### config.mk
export PLATFORM = sky130hd
export DESIGN_NAME = pmusm_top
export DESIGN_NICKNAME = d
export VERILOG_FILES = /design/src/design/pmusm_pkg.sv /design/src/design/pmusm_link.sv /design/src/design/pmusm_conv.sv /design/src/design/pmusm_top.sv
export SDC_FILE = /design/constraint.sdc
export NUM_CORES = 1
export LEC_CHECK = 0
export BUFFER_PORTS_ARGS = -buffer_cell sky130_fd_sc_hd__buf_2
export CAP_MARGIN = 20
export CORE_MARGIN = 3
export CORE_UTILIZATION = 31
export CTS_CLUSTER_DIAMETER = 100
export DETAILED_ROUTE_END_ITERATION = 10
export SETUP_SLACK_MARGIN = 0.1
export SLEW_MARGIN = 0
export SYNTH_ARGS = -nofsm -noshare
export SYNTH_HDL_FRONTEND = slang
export SYNTH_SLANG_ARGS = --single-unit
### constraint.sdc
create_clock -name i_clk -period 3 [get_ports i_clk]
set_input_delay 0.6 -clock i_clk [delete_from_list [all_inputs] [get_ports i_clk]]
set_output_delay 0.6 -clock i_clk [all_outputs]
set_load 0.05 [all_outputs]
### src/design/pmusm_pkg.sv
// shared constants and types for the pmu state and mode controller
package pmusm_pkg;
  // clock rate and derived cycle counts
  localparam int CLK_KHZ = 40000;
  localparam int PWM_FREQ_KHZ = 1000;
  localparam int PWM_PERIOD_CYC = CLK_KHZ / PWM_FREQ_KHZ;
  localparam int PWRUP_STEP_NS = 1000;
  localparam int PWRUP_STEP_CYC = (PWRUP_STEP_NS * CLK_KHZ + 999999) / 1000000;
  localparam int LINK_IDLE_NS = 2000;
  localparam int LINK_IDLE_CYC = (LINK_IDLE_NS * CLK_KHZ) / 1000000;
  localparam int LIGHT_LOAD_CYC = 64;
  // core target: 128 linear steps between 0.6 V and 1.2 V
  localparam int CORE_STEPS = 128;
  localparam int CORE_MV_MIN = 600;
  localparam int CORE_MV_MAX = 1200;
  // serial frame layout: command, address, data
  localparam int FRAME_BITS = 16;
  localparam int TX_BITS = 8;
  localparam int FRM_CMD_LSB = 12;
  localparam int FRM_ADR_LSB = 8;
  // register addresses, fields and reset values
  localparam logic [3:0] ADR_CORE = 4'h4;
  localparam logic [3:0] ADR_RET = 4'h5;
  localparam logic [3:0] ADR_FORCE = 4'h9;
  localparam logic [3:0] ADR_MFR = 4'hF;
  localparam int FORCE_PFM_BIT = 7;
  localparam int FORCE_PWM_BIT = 6;
  localparam logic [6:0] CORE_RST = 7'h40;
  localparam logic [3:0] RET_RST = 4'h3;
  localparam logic [1:0] FORCE_RST = 2'h0;
  localparam logic [7:0] MFR_RST = 8'h5A; // arbitrary value
  typedef enum logic [3:0] {
    CMD_CORE_ADJ = 4'h1, CMD_RESET = 4'h2, CMD_SLEEP = 4'h3, CMD_SHUTDOWN = 4'h4,
    CMD_WAKEUP = 4'h5, CMD_REG_READ = 4'h6, CMD_REG_WRITE = 4'h7, CMD_AUTH = 4'h8,
    CMD_SYNC = 4'h9
  } pmusm_cmd_t;
  typedef enum logic [4:0] {
    ST_STARTUP = 5'h01, ST_POWERUP = 5'h02, ST_ACTIVE = 5'h04, ST_SLEEP = 5'h08,
    ST_SHUTDOWN = 5'h10
  } pmusm_state_t;
  typedef enum logic [3:0] {
    PS_IDLE = 4'h1, PS_HS = 4'h2, PS_LS_RETRY = 4'h4, PS_LS_END = 4'h8
  } pmusm_skip_t;
endpackage

### src/design/pmusm_link.sv
// serial link front end: samples link clock and data, frames commands, shifts replies
`timescale 1ns/1ps
module pmusm_link
  import pmusm_pkg::*;
(
  input wire logic i_clk,
  input wire logic i_nrst,
  input wire logic i_link_en,
  input wire logic i_sclk,
  input wire logic i_sdata,
  input wire logic i_tx_load,
  input wire logic [7:0] i_tx_data,
  output logic o_frame_valid,
  output logic [FRAME_BITS-1:0] o_frame,
  output logic o_sdata,
  output logic o_sdata_oe
);
  if (LINK_IDLE_CYC > 255 || LINK_IDLE_CYC < 1) begin : g_bad_idle
    $error("link idle count does not fit its counter");
  end
  logic [1:0] clk_sync;
  logic [1:0] dat_sync;
  logic clk_d, rise, fall, next_valid, next_sdata, next_oe;
  logic [FRAME_BITS-1:0] shreg, next_shreg, next_frame;
  logic [4:0] bitcnt, next_bitcnt;
  logic [7:0] idle, next_idle;
  logic [TX_BITS-1:0] txsh, next_txsh;
  logic [3:0] txcnt, next_txcnt;

  // edges are found on the second synchroniser stage only
  assign rise = clk_sync[1] & ~clk_d;
  assign fall = ~clk_sync[1] & clk_d;

  // framing and reply shifting; rising edges are ignored while a reply owns the line
  always_comb begin
    next_shreg = shreg;
    next_bitcnt = bitcnt;
    next_idle = idle;
    next_txsh = txsh;
    next_txcnt = txcnt;
    next_valid = 1'b0;
    next_frame = o_frame;
    next_sdata = o_sdata;
    next_oe = o_sdata_oe;
    if (!i_link_en) begin
      next_bitcnt = '0;
      next_idle = '0;
      next_txcnt = '0;
      next_sdata = 1'b0;
      next_oe = 1'b0;
    end else begin
      if (rise || fall) begin
        next_idle = '0;
      end else if (idle != 8'(LINK_IDLE_CYC)) begin
        next_idle = idle + 8'h01;
      end
      if (idle == 8'(LINK_IDLE_CYC)) begin // a stalled host realigns framing
        next_bitcnt = '0;
        next_txcnt = '0;
        next_oe = 1'b0;
        next_sdata = 1'b0;
      end
      if (fall && (txcnt != 4'h0 || o_sdata_oe)) begin
        next_oe = (txcnt != 4'h0);
        next_sdata = txsh[TX_BITS-1] & (txcnt != 4'h0);
        next_txsh = {txsh[TX_BITS-2:0], 1'b0};
        if (txcnt != 4'h0) begin
          next_txcnt = txcnt - 4'h1;
        end
      end else if (rise && txcnt == 4'h0 && !o_sdata_oe) begin
        next_shreg = {shreg[FRAME_BITS-2:0], dat_sync[1]};
        if (bitcnt == 5'(FRAME_BITS-1)) begin
          next_valid = 1'b1;
          next_frame = next_shreg;
          next_bitcnt = '0;
        end else begin
          next_bitcnt = bitcnt + 5'h01;
        end
      end
      if (i_tx_load) begin
        next_txsh = i_tx_data;
        next_txcnt = 4'(TX_BITS);
      end
    end
  end

  always_ff @(posedge i_clk or negedge i_nrst) begin
    if (!i_nrst) begin
      clk_sync <= 2'h0;
      dat_sync <= 2'h0;
      clk_d <= 1'b0;
      shreg <= '0;
      bitcnt <= '0;
      idle <= '0;
      txsh <= '0;
      txcnt <= '0;
      o_frame_valid <= 1'b0;
      o_frame <= '0;
      o_sdata <= 1'b0;
      o_sdata_oe <= 1'b0;
    end else begin
      clk_sync <= {clk_sync[0], i_sclk};
      dat_sync <= {dat_sync[0], i_sdata};
      clk_d <= clk_sync[1];
      shreg <= next_shreg;
      bitcnt <= next_bitcnt;
      idle <= next_idle;
      txsh <= next_txsh;
      txcnt <= next_txcnt;
      o_frame_valid <= next_valid;
      o_frame <= next_frame;
      o_sdata <= next_sdata;
      o_sdata_oe <= next_oe;
    end
  end
endmodule

### src/design/pmusm_conv.sv
// converter switch control: fixed-frequency and pulse-skipping modes
`timescale 1ns/1ps
module pmusm_conv
  import pmusm_pkg::*;
#(
  parameter int PERIOD_CYC = PWM_PERIOD_CYC
) (
  input wire logic i_clk,
  input wire logic i_nrst,
  input wire logic i_run,
  input wire logic [1:0] i_force,
  input wire logic [5:0] i_on_time,
  input wire logic i_valley_neg,
  input wire logic i_peak_low,
  input wire logic i_below_low,
  input wire logic i_above_high,
  input wire logic i_skip_peak_current_limit,
  input wire logic i_il_zero,
  output logic o_hs_on,
  output logic o_ls_on,
  output logic o_pfm
);
  if (PERIOD_CYC < 2 || PERIOD_CYC > 64) begin : g_bad_period
    $error("pwm period does not fit the period counter");
  end
  logic [5:0] cmp_s1, cmp_s2, pcnt, next_pcnt, on_lim;
  logic [6:0] lcnt, next_lcnt;
  logic valley, peak_low, below, above, limit, zero, light, auto_mode;
  logic next_hs, next_ls, next_pfm;
  pmusm_skip_t ps, next_ps;

  assign {valley, peak_low, below, above, limit, zero} = cmp_s2;
  assign light = valley | peak_low;
  assign auto_mode = (i_force[1] == i_force[0]);
  // an on-time of a full period would leave no low-side half
  assign on_lim = (i_on_time > 6'(PERIOD_CYC-1)) ? 6'(PERIOD_CYC-1) : i_on_time;

  // mode choice and switch sequencing
  always_comb begin
    next_pcnt = pcnt;
    next_lcnt = '0;
    next_ps = ps;
    next_pfm = o_pfm;
    next_hs = 1'b0;
    next_ls = 1'b0;
    if (!i_run) begin
      next_pfm = 1'b0;
      next_pcnt = '0;
      next_ps = PS_IDLE;
    end else begin
      if (!auto_mode) begin
        next_pfm = i_force[1];
      end else if (light != o_pfm) begin
        next_lcnt = lcnt + 7'h01;
        if (lcnt == 7'(LIGHT_LOAD_CYC-1)) begin
          next_pfm = ~o_pfm;
          next_lcnt = '0;
        end
      end
      if (!o_pfm) begin
        next_ps = PS_IDLE;
        next_pcnt = (pcnt == 6'(PERIOD_CYC-1)) ? 6'h00 : pcnt + 6'h01;
        next_hs = (pcnt < on_lim);
        next_ls = !next_hs;
      end else begin
        next_pcnt = '0;
        case (ps)
          PS_IDLE: if (below) next_ps = PS_HS;
          PS_HS: begin
            if (above) begin
              next_ps = PS_LS_END;
            end else if (limit) begin
              next_ps = PS_LS_RETRY;
            end
          end
          PS_LS_RETRY: if (zero) next_ps = PS_HS;
          PS_LS_END: if (zero) next_ps = PS_IDLE;
          default: next_ps = PS_IDLE;
        endcase
        next_hs = (next_ps == PS_HS);
        next_ls = (next_ps == PS_LS_RETRY) || (next_ps == PS_LS_END);
      end
    end
  end

  always_ff @(posedge i_clk or negedge i_nrst) begin
    if (!i_nrst) begin
      cmp_s1 <= '0;
      cmp_s2 <= '0;
      pcnt <= '0;
      lcnt <= '0;
      ps <= PS_IDLE;
      o_pfm <= 1'b0;
      o_hs_on <= 1'b0;
      o_ls_on <= 1'b0;
    end else begin
      cmp_s1 <= {i_valley_neg, i_peak_low, i_below_low, i_above_high,
                 i_skip_peak_current_limit, i_il_zero};
      cmp_s2 <= cmp_s1;
      pcnt <= next_pcnt;
      lcnt <= next_lcnt;
      ps <= next_ps;
      o_pfm <= next_pfm;
      o_hs_on <= next_hs;
      o_ls_on <= next_ls;
    end
  end
endmodule

### src/design/pmusm_top.sv
// power state sequencer, register file and converter mode control
`timescale 1ns/1ps
// How it works
// - five power states steer regulators and power-good
// - after reset: start-up, regulators off, power-good low
// - enable and reset pins high: run power-up sequence, then active
// - active: all regulators on, power-good high
// - active from start-up uses default voltage settings
// - active: shutdown command or pin low ends
// - active: sleep command enters sleep
// - sleep: core off, power-good stays high
// - sleep: retention voltage, pll and io on
// - wake-up returns active with programmed settings
// - sleep: shutdown command or pin low ends
// - shutdown: outputs zero, power-good low
// - shutdown left for start-up when pin low
// - core target seven bits, 128 linear steps
// - serial link takes the nine command kinds
// - fixed mode: 1 MHz, high then low side
// - auto pulse-skip after 64 light-load cycles
// - below low threshold: high side until limit
// - limit trip: low side, retry at zero current
// - high threshold trip: wait for low threshold
// - low side off at zero inductor current
// - two force bits pick auto, skip or fixed
module pmusm_top
  import pmusm_pkg::*;
#(
  parameter int STEP_CYC = PWRUP_STEP_CYC
) (
  input wire logic i_clk,
  input wire logic i_nrst,
  input wire logic i_enable,
  input wire logic i_hw_rst_low,
  input wire logic i_sclk,
  input wire logic i_sdata,
  input wire logic i_valley_neg,
  input wire logic i_peak_low,
  input wire logic i_below_low,
  input wire logic i_above_high,
  input wire logic i_skip_peak_current_limit,
  input wire logic i_il_zero,
  input wire logic [5:0] i_pwm_on_time,
  output logic o_sdata,
  output logic o_sdata_oe,
  output logic o_power_good_output,
  output logic o_core_en,
  output logic [6:0] o_core_code,
  output logic o_pll_supply_regulator_en,
  output logic o_io_supply_regulator_en,
  output logic o_retention_supply_output_en,
  output logic o_retention_hold,
  output logic [3:0] o_retention_code,
  output logic o_hs_on,
  output logic o_ls_on,
  output logic o_pfm_active,
  output logic [4:0] o_power_state
);
  if (STEP_CYC < 1 || STEP_CYC > 65535) begin : g_bad_step
    $error("power-up step count does not fit its counter");
  end
  pmusm_state_t state, next_state;
  logic [1:0] en_sync;
  logic [1:0] rn_sync;
  logic [1:0] seq, next_seq;
  logic [15:0] step, next_step;
  logic pins_ok, ctl_ok, frame_valid, tx_load;
  logic [FRAME_BITS-1:0] frame;
  pmusm_cmd_t cmd;
  logic [3:0] adr;
  logic [7:0] data, tx_data, mfr, next_mfr;
  logic [6:0] core, next_core;
  logic [3:0] ret, next_ret;
  logic [1:0] force_sel, next_force;
  logic next_pg, next_core_en, next_pll_en, next_io_en, next_ret_en, next_hold;

  // both pins must be high before the device may leave start-up
  assign pins_ok = en_sync[1] & rn_sync[1];
  // register and state commands count only once the rails are up
  assign ctl_ok = (state == ST_ACTIVE) || (state == ST_SLEEP);
  assign cmd = pmusm_cmd_t'(frame[FRAME_BITS-1:FRM_CMD_LSB]);
  assign adr = frame[FRM_CMD_LSB-1:FRM_ADR_LSB];
  assign data = frame[FRM_ADR_LSB-1:0];

  // a frame carrying command c has arrived while commands are served
  function automatic logic got(input pmusm_cmd_t c);
    return frame_valid && ctl_ok && (cmd == c);
  endfunction

  // read-back view; unmapped addresses answer an all-zero byte
  function automatic logic [7:0] reg_rd(input logic [3:0] a);
    case (a)
      ADR_CORE: reg_rd = {1'b0, core};
      ADR_RET: reg_rd = {4'h0, ret};
      ADR_FORCE: reg_rd = {force_sel, 6'h00};
      ADR_MFR: reg_rd = mfr;
      default: reg_rd = 8'h00;
    endcase
  endfunction

  // the link is cut off in shutdown; only the pins can wake the device
  pmusm_link u_link (
    .i_clk(i_clk),
    .i_nrst(i_nrst),
    .i_link_en(state != ST_SHUTDOWN),
    .i_sclk(i_sclk),
    .i_sdata(i_sdata),
    .i_tx_load(tx_load),
    .i_tx_data(tx_data),
    .o_frame_valid(frame_valid),
    .o_frame(frame),
    .o_sdata(o_sdata),
    .o_sdata_oe(o_sdata_oe)
  );

  pmusm_conv u_conv (
    .i_clk(i_clk),
    .i_nrst(i_nrst),
    .i_run(o_core_en),
    .i_force(force_sel),
    .i_on_time(i_pwm_on_time),
    .i_valley_neg(i_valley_neg),
    .i_peak_low(i_peak_low),
    .i_below_low(i_below_low),
    .i_above_high(i_above_high),
    .i_skip_peak_current_limit(i_skip_peak_current_limit),
    .i_il_zero(i_il_zero),
    .o_hs_on(o_hs_on),
    .o_ls_on(o_ls_on),
    .o_pfm(o_pfm_active)
  );

  // power state machine with a four-step power-up ramp
  always_comb begin
    next_state = state;
    next_seq = seq;
    next_step = step;
    case (state)
      ST_STARTUP: begin
        if (pins_ok) begin
          next_state = ST_POWERUP;
          next_seq = 2'h0;
          next_step = 16'h0000;
        end
      end
      ST_POWERUP: begin
        if (!pins_ok) begin
          next_state = ST_STARTUP;
        end else if (step != 16'(STEP_CYC-1)) begin
          next_step = step + 16'h0001;
        end else begin
          next_step = 16'h0000;
          if (seq == 2'h3) begin
            next_state = ST_ACTIVE;
          end else begin
            next_seq = seq + 2'h1;
          end
        end
      end
      ST_ACTIVE: begin
        if (!pins_ok || got(CMD_SHUTDOWN)) begin
          next_state = ST_SHUTDOWN;
        end else if (got(CMD_SLEEP)) begin
          next_state = ST_SLEEP;
        end
      end
      ST_SLEEP: begin
        if (!pins_ok || got(CMD_SHUTDOWN)) begin
          next_state = ST_SHUTDOWN;
        end else if (got(CMD_WAKEUP)) begin
          next_state = ST_ACTIVE;
        end
      end
      ST_SHUTDOWN: if (!pins_ok) next_state = ST_STARTUP;
      default: next_state = ST_STARTUP;
    endcase
  end

  // register file; defaults reload on every power-up from start-up
  always_comb begin
    next_core = core;
    next_ret = ret;
    next_force = force_sel;
    next_mfr = mfr;
    tx_load = 1'b0;
    tx_data = 8'h00;
    if (state == ST_STARTUP && pins_ok) begin
      next_core = CORE_RST;
      next_ret = RET_RST;
      next_force = FORCE_RST;
    end else if (frame_valid && ctl_ok) begin
      case (cmd)
        CMD_CORE_ADJ: next_core = data[6:0];
        CMD_RESET: begin
          next_core = CORE_RST;
          next_ret = RET_RST;
          next_force = FORCE_RST;
        end
        CMD_REG_WRITE: begin
          case (adr)
            ADR_CORE: next_core = data[6:0];
            ADR_RET: next_ret = data[3:0];
            ADR_FORCE: next_force = data[FORCE_PFM_BIT:FORCE_PWM_BIT];
            ADR_MFR: next_mfr = data;
            default: next_mfr = mfr;
          endcase
        end
        CMD_REG_READ: begin
          tx_load = 1'b1;
          tx_data = reg_rd(adr);
        end
        CMD_AUTH: begin
          tx_load = 1'b1;
          tx_data = mfr;
        end
        default: tx_load = 1'b0; // sleep, wake-up, sync: no register effect
      endcase
    end
  end

  // outputs follow the next state so they line up with the state register
  always_comb begin
    next_pg = (next_state == ST_ACTIVE) || (next_state == ST_SLEEP);
    next_pll_en = next_pg || (next_state == ST_POWERUP);
    next_io_en = next_pg || (next_state == ST_POWERUP && next_seq >= 2'h1);
    next_core_en = (next_state == ST_ACTIVE) || (next_state == ST_POWERUP && next_seq >= 2'h2);
    next_ret_en = next_pg || (next_state == ST_POWERUP && next_seq == 2'h3);
    next_hold = (next_state == ST_SLEEP);
  end

  always_ff @(posedge i_clk or negedge i_nrst) begin
    if (!i_nrst) begin
      en_sync <= 2'h0;
      rn_sync <= 2'h0;
      state <= ST_STARTUP;
      seq <= 2'h0;
      step <= 16'h0000;
      core <= CORE_RST;
      ret <= RET_RST;
      force_sel <= FORCE_RST;
      mfr <= MFR_RST;
      o_power_good_output <= 1'b0;
      o_core_en <= 1'b0;
      o_pll_supply_regulator_en <= 1'b0;
      o_io_supply_regulator_en <= 1'b0;
      o_retention_supply_output_en <= 1'b0;
      o_retention_hold <= 1'b0;
      o_core_code <= 7'h00;
      o_retention_code <= 4'h0;
      o_power_state <= ST_STARTUP;
    end else begin
      en_sync <= {en_sync[0], i_enable};
      rn_sync <= {rn_sync[0], i_hw_rst_low};
      state <= next_state;
      seq <= next_seq;
      step <= next_step;
      core <= next_core;
      ret <= next_ret;
      force_sel <= next_force;
      mfr <= next_mfr;
      o_power_good_output <= next_pg;
      o_core_en <= next_core_en;
      o_pll_supply_regulator_en <= next_pll_en;
      o_io_supply_regulator_en <= next_io_en;
      o_retention_supply_output_en <= next_ret_en;
      o_retention_hold <= next_hold;
      // codes read zero whenever the rail they set is off
      o_core_code <= next_core_en ? next_core : 7'h00;
      o_retention_code <= next_ret_en ? next_ret : 4'h0;
      o_power_state <= next_state;
    end
  end
endmodule

==> metrics.txt <==
# TYPE chip_impl_metric gauge
chip_impl_metric{name="arrival",unit="ns"} 2.86
chip_impl_info{name="run_status",value="finished, final reports clean"} 1
chip_impl_info{name="crit-reg2reg-capture",value="o_retention_code[3]$_DFF_PN0_"} 1
chip_impl_metric{name="cell_area_power_density",unit="nW/µm²"} 562
chip_impl_metric{name="fin_crit_sh",unit="%"} 86.7
chip_impl_info{name="worst_setup_path_startpoint",value="state[4]$_DFF_PN0_"} 1
chip_impl_metric{name="placeableCoreArea",unit="µm²"} 23500
chip_impl_metric{name="layout-area-overhead-vs-synth",unit="%"} 16.4
chip_impl_info{name="timing.setup.critical_path_class",value="flop to flop"} 1
chip_impl_metric{name="setup-tns-final",unit="ns"} 0
chip_impl_metric{name="synthesis.area",unit="µm²"} 7470
chip_impl_metric{name="cts.repair_timing.setup_buffer_count",unit=""} 0
chip_impl_metric{name="synth-async-reset-ratio",unit="%"} 100
chip_impl_metric{name="minimum_clock_period",unit="ns"} 2.60
chip_impl_metric{name="leakage",unit="nW"} 3.91
chip_impl_metric{name="critical_path.max_fanout",unit=""} 11
chip_impl_metric{name="post_drt_wl_per_cell",unit="µm"} 14.8
chip_impl_info{name="rsz0062_at_grt",value="false"} 1
chip_impl_metric{name="critPathRequiredTime",unit="ns"} 3.25
chip_impl_metric{name="grt_pass1_wl",unit="mm"} 26.8
chip_impl_metric{name="finalHoldViolCount",unit=""} 0
chip_impl_metric{name="regToRegSetupSlack",unit="ns"} 0.40
chip_impl_metric{name="timing_max_transition_violations_final",unit=""} 0
chip_impl_metric{name="postRouteWirelength",unit="mm"} 15.7
chip_impl_metric{name="post_synthesis_cells",unit=""} 684
chip_impl_info{name="post-synth-top-count-cell",value="dfrtp_1"} 1
chip_impl_metric{name="port-buffer-count",unit=""} 44
chip_impl_metric{name="htreeDepth",unit=""} 4
chip_impl_metric{name="num_vias",unit=""} 5218
chip_impl_info{name="worst_setup_path_endpoint",value="o_retention_code[3]$_DFF_PN0_"} 1
chip_impl_metric{name="achievable-frequency",unit="MHz"} 384
chip_impl_info{name="startpoint_type",value="flop"} 1
chip_impl_metric{name="max-vdd-ir-drop",unit="mV"} 0.360
chip_impl_metric{name="tightestPinTransition",unit="ns"} 0.933
chip_impl_metric{name="slew_limit_headroom",unit="%"} 37.8
chip_impl_metric{name="proportion_of_layout_cells_with_a_drive_suffix_above_1",unit="%"} 20.3
chip_impl_metric{name="yosys.area.top_type_share",unit="%"} 50.9
chip_impl_info{name="synth-main-ff-cell",value="dfrtp_1"} 1
chip_impl_metric{name="cts_num_sinks",unit=""} 161
chip_impl_metric{name="hold_ws",unit="ns"} 0.141
chip_impl_metric{name="num_io_pins",unit=""} 45
chip_impl_info{name="synth.top_cells.by_area",value="dfrtp_1 (51%), mux2_2 (4.8%), nor2_1 (3.8%)"} 1
chip_impl_metric{name="synth_edf_count",unit=""} 0
chip_impl_metric{name="drc",unit=""} 0
chip_impl_metric{name="fin_worst_skew",unit="ns"} 0.0117
chip_impl_info{name="end_kind",value="flop"} 1
chip_impl_metric{name="grt_overflow_total",unit=""} 0
chip_impl_metric{name="ys_warn_count",unit=""} 0
chip_impl_metric{name="max-cap-violations",unit=""} 0
chip_impl_metric{name="clock_insertion_delay_worst_skew",unit="ns"} 0.43
chip_impl_metric{name="place_congestion",unit=""} 0.801
chip_impl_metric{name="synth_nets",unit=""} 716
chip_impl_metric{name="antenna_cells_inserted",unit=""} 0
chip_impl_metric{name="grt_start_max_net_pins",unit=""} 63
chip_impl_info{name="rr_startpoint",value="state[4]$_DFF_PN0_"} 1
chip_impl_info{name="netlist.top_cell.by_area",value="dfrtp_1"} 1
chip_impl_metric{name="dp.final_hpwl",unit="mm"} 11.0
chip_impl_metric{name="report.final.setup_viol",unit=""} 0
chip_impl_metric{name="avgSynthCellArea",unit="µm²"} 10.9
chip_impl_metric{name="via_per_inst",unit=""} 4.89
chip_impl_metric{name="initial_core_utilization",unit="%"} 31.7
chip_impl_metric{name="synth_sequential_area_ratio",unit="%"} 54.1
chip_impl_metric{name="ys_seq_elements",unit=""} 161
chip_impl_metric{name="first_iter_violations",unit=""} 276
chip_impl_metric{name="die_x",unit="µm"} 161
chip_impl_metric{name="num-nets-final",unit=""} 766
chip_impl_metric{name="detailedRoute.firstPassIterationCount",unit=""} 6
chip_impl_metric{name="synth.distinct_cells",unit=""} 73
chip_impl_metric{name="vias_in_the_first_global_route",unit=""} 5189
chip_impl_info{name="clock_tree_root_buffer_cell",value="clkbuf_16"} 1
chip_impl_metric{name="row_count",unit=""} 56
chip_impl_info{name="tritoncts",value="done"} 1
chip_impl_metric{name="number_of_resized_instances_in_the_post_cts_repair_step",unit=""} 0
chip_impl_info{name="hold_path_class",value="input pin to asynchronous set/reset pin"} 1
chip_impl_metric{name="route.antenna.remaining_nets",unit=""} 0
chip_impl_metric{name="post_cts_hold_buffer_count",unit=""} 0
chip_impl_metric{name="max-clock-path-buffers",unit=""} 2
chip_impl_metric{name="worst_reg2reg_path_length_in_cells",unit=""} 5
chip_impl_metric{name="numCtsBuffers",unit=""} 17
chip_impl_metric{name="path_clk_slew",unit="ns"} 0.07
chip_impl_metric{name="die_h",unit="µm"} 161
chip_impl_metric{name="initial_antenna_violation_count",unit=""} 0
chip_impl_metric{name="grt_usage",unit="%"} 12.8
chip_impl_metric{name="die_area",unit="µm²"} 26000
chip_impl_info{name="list_of_most_frequent_post_synthesis_cells",value="dfrtp_1 (152), nor2_1 (76), nand2_1 (44)"} 1
## worst min path at each step
stage,cells after the start,end,slack [ns]
floorplan,0,core[0]$_DFF_PN0_,0.30
global placement,0,u_conv.cmp_s2[4]$_DFF_PN0_,0.33
detailed placement,0,en_sync[1]$_DFF_PN0_,0.33
CTS,1,step[7]$_DFFE_PN0P_,0.16
global route,1,step[7]$_DFFE_PN0P_,0.17
finish,1,step[7]$_DFFE_PN0P_,0.14
## cell families after synthesis
family                     share of synthesized area, %
AOI/OAI and AO/OA                                  11.7
xor gates and xnor gates                           3.87
adders and majority gates                          2.48
buffers and inverters                              3.13
DFF                                                54.1
muxes                                              7.51
and+or+nand+nor                                    17.2
## final cells by class
cell class	count	area, µm²
multi-input cells	467	3200
flip-flops and latches	161	4040
inverters	30	113
fillers	2340	14800
well taps	319	399
repair buffers	57	349
clock buffers	19	443
clock inverters	13	150
## layout by cell type, fill, tap and decap left out, types with 6 or more instances in the layout
master | netlist | routed
nor3_1 | 21 | 21
mux2_2 | 32 | 32
xor2_1 | 14 | 14
inv_6 | 0 | 6
dfstp_2 | 9 | 9
mux2_4 | 8 | 8
xnor2_1 | 19 | 19
nor2_1 | 76 | 76
nand2_1 | 44 | 44
or3_1 | 6 | 6
a21oi_1 | 31 | 31
nand4_1 | 9 | 9
clkbuf_16 | 0 | 17
dfrtp_1 | 152 | 152
a22oi_1 | 14 | 14
mux2i_1 | 8 | 8
and3_1 | 7 | 7
nand3b_1 | 6 | 6
a31oi_1 | 9 | 9
nor4_1 | 10 | 10
o21ai_0 | 22 | 22
buf_4 | 0 | 11
nand3_1 | 26 | 26
buf_2 | 1 | 43
inv_1 | 30 | 30
ha_1 | 14 | 14
## power breakdown
part	total, W	switching [W]	leakage [nW]	internal (W)
clock	0.00218	0.000918	0.274	0.00126
sequential	0.00242	0.000109	2.14	0.00231
combinational	0.000292	0.000151	1.50	0.000141
total	0.00489	0.00118	3.91	0.00371
## worst max-delay path, stage by stage (launching register included)
cell and delay [ns]:
dfrtp_1 0.47, or4b_1 0.68, nor3_1 0.24, a21oi_1 0.18
a2bb2oi_1 0.63, a31oi_1 0.23
## metal layers
layer | up-vias | track usage, % | part of all wire [%]
li1 | 2559 | - | -
met1 | 2564 | 17.7 | 50
met2 | 85 | 19.7 | 45
met3 | 10 | 3.41 | 4.6
met4 | 0 | 3.75 | 0.99
met5 | - | 0 | 0
## metrics by stage
step	setup WS [ns]	instances	total power, W	instance area (µm²)	utilization [%]
global route	0.228	1066	0.00512	8690	36.9
CTS	0.407	1066	0.00497	8690	36.9
finish	0.398	1066	0.00489	8690	36.9
global placement	0.512	1034	0.00275	8100	34.4
detailed placement	0.446	1034	0.00276	8100	34.4
floorplan	0.280	684	0.00262	7470	-
## registers in the layout, indices dropped and copies added, names as in the netlist, 5 cells and up
| register | flops |
|---|---|
| core | 7 |
| o_core_code | 7 |
| u_conv.cmp_s2 | 6 |
| mfr | 8 |
| u_link.txsh | 8 |
| u_link.o_frame | 16 |
| u_conv.pcnt | 6 |
| u_conv.cmp_s1 | 6 |
| u_link.shreg | 15 |
| u_link.bitcnt | 5 |
| step | 16 |
| state | 5 |
| u_conv.lcnt | 7 |
| u_link.idle | 8 |
Power figures use the tool's default switching activity.
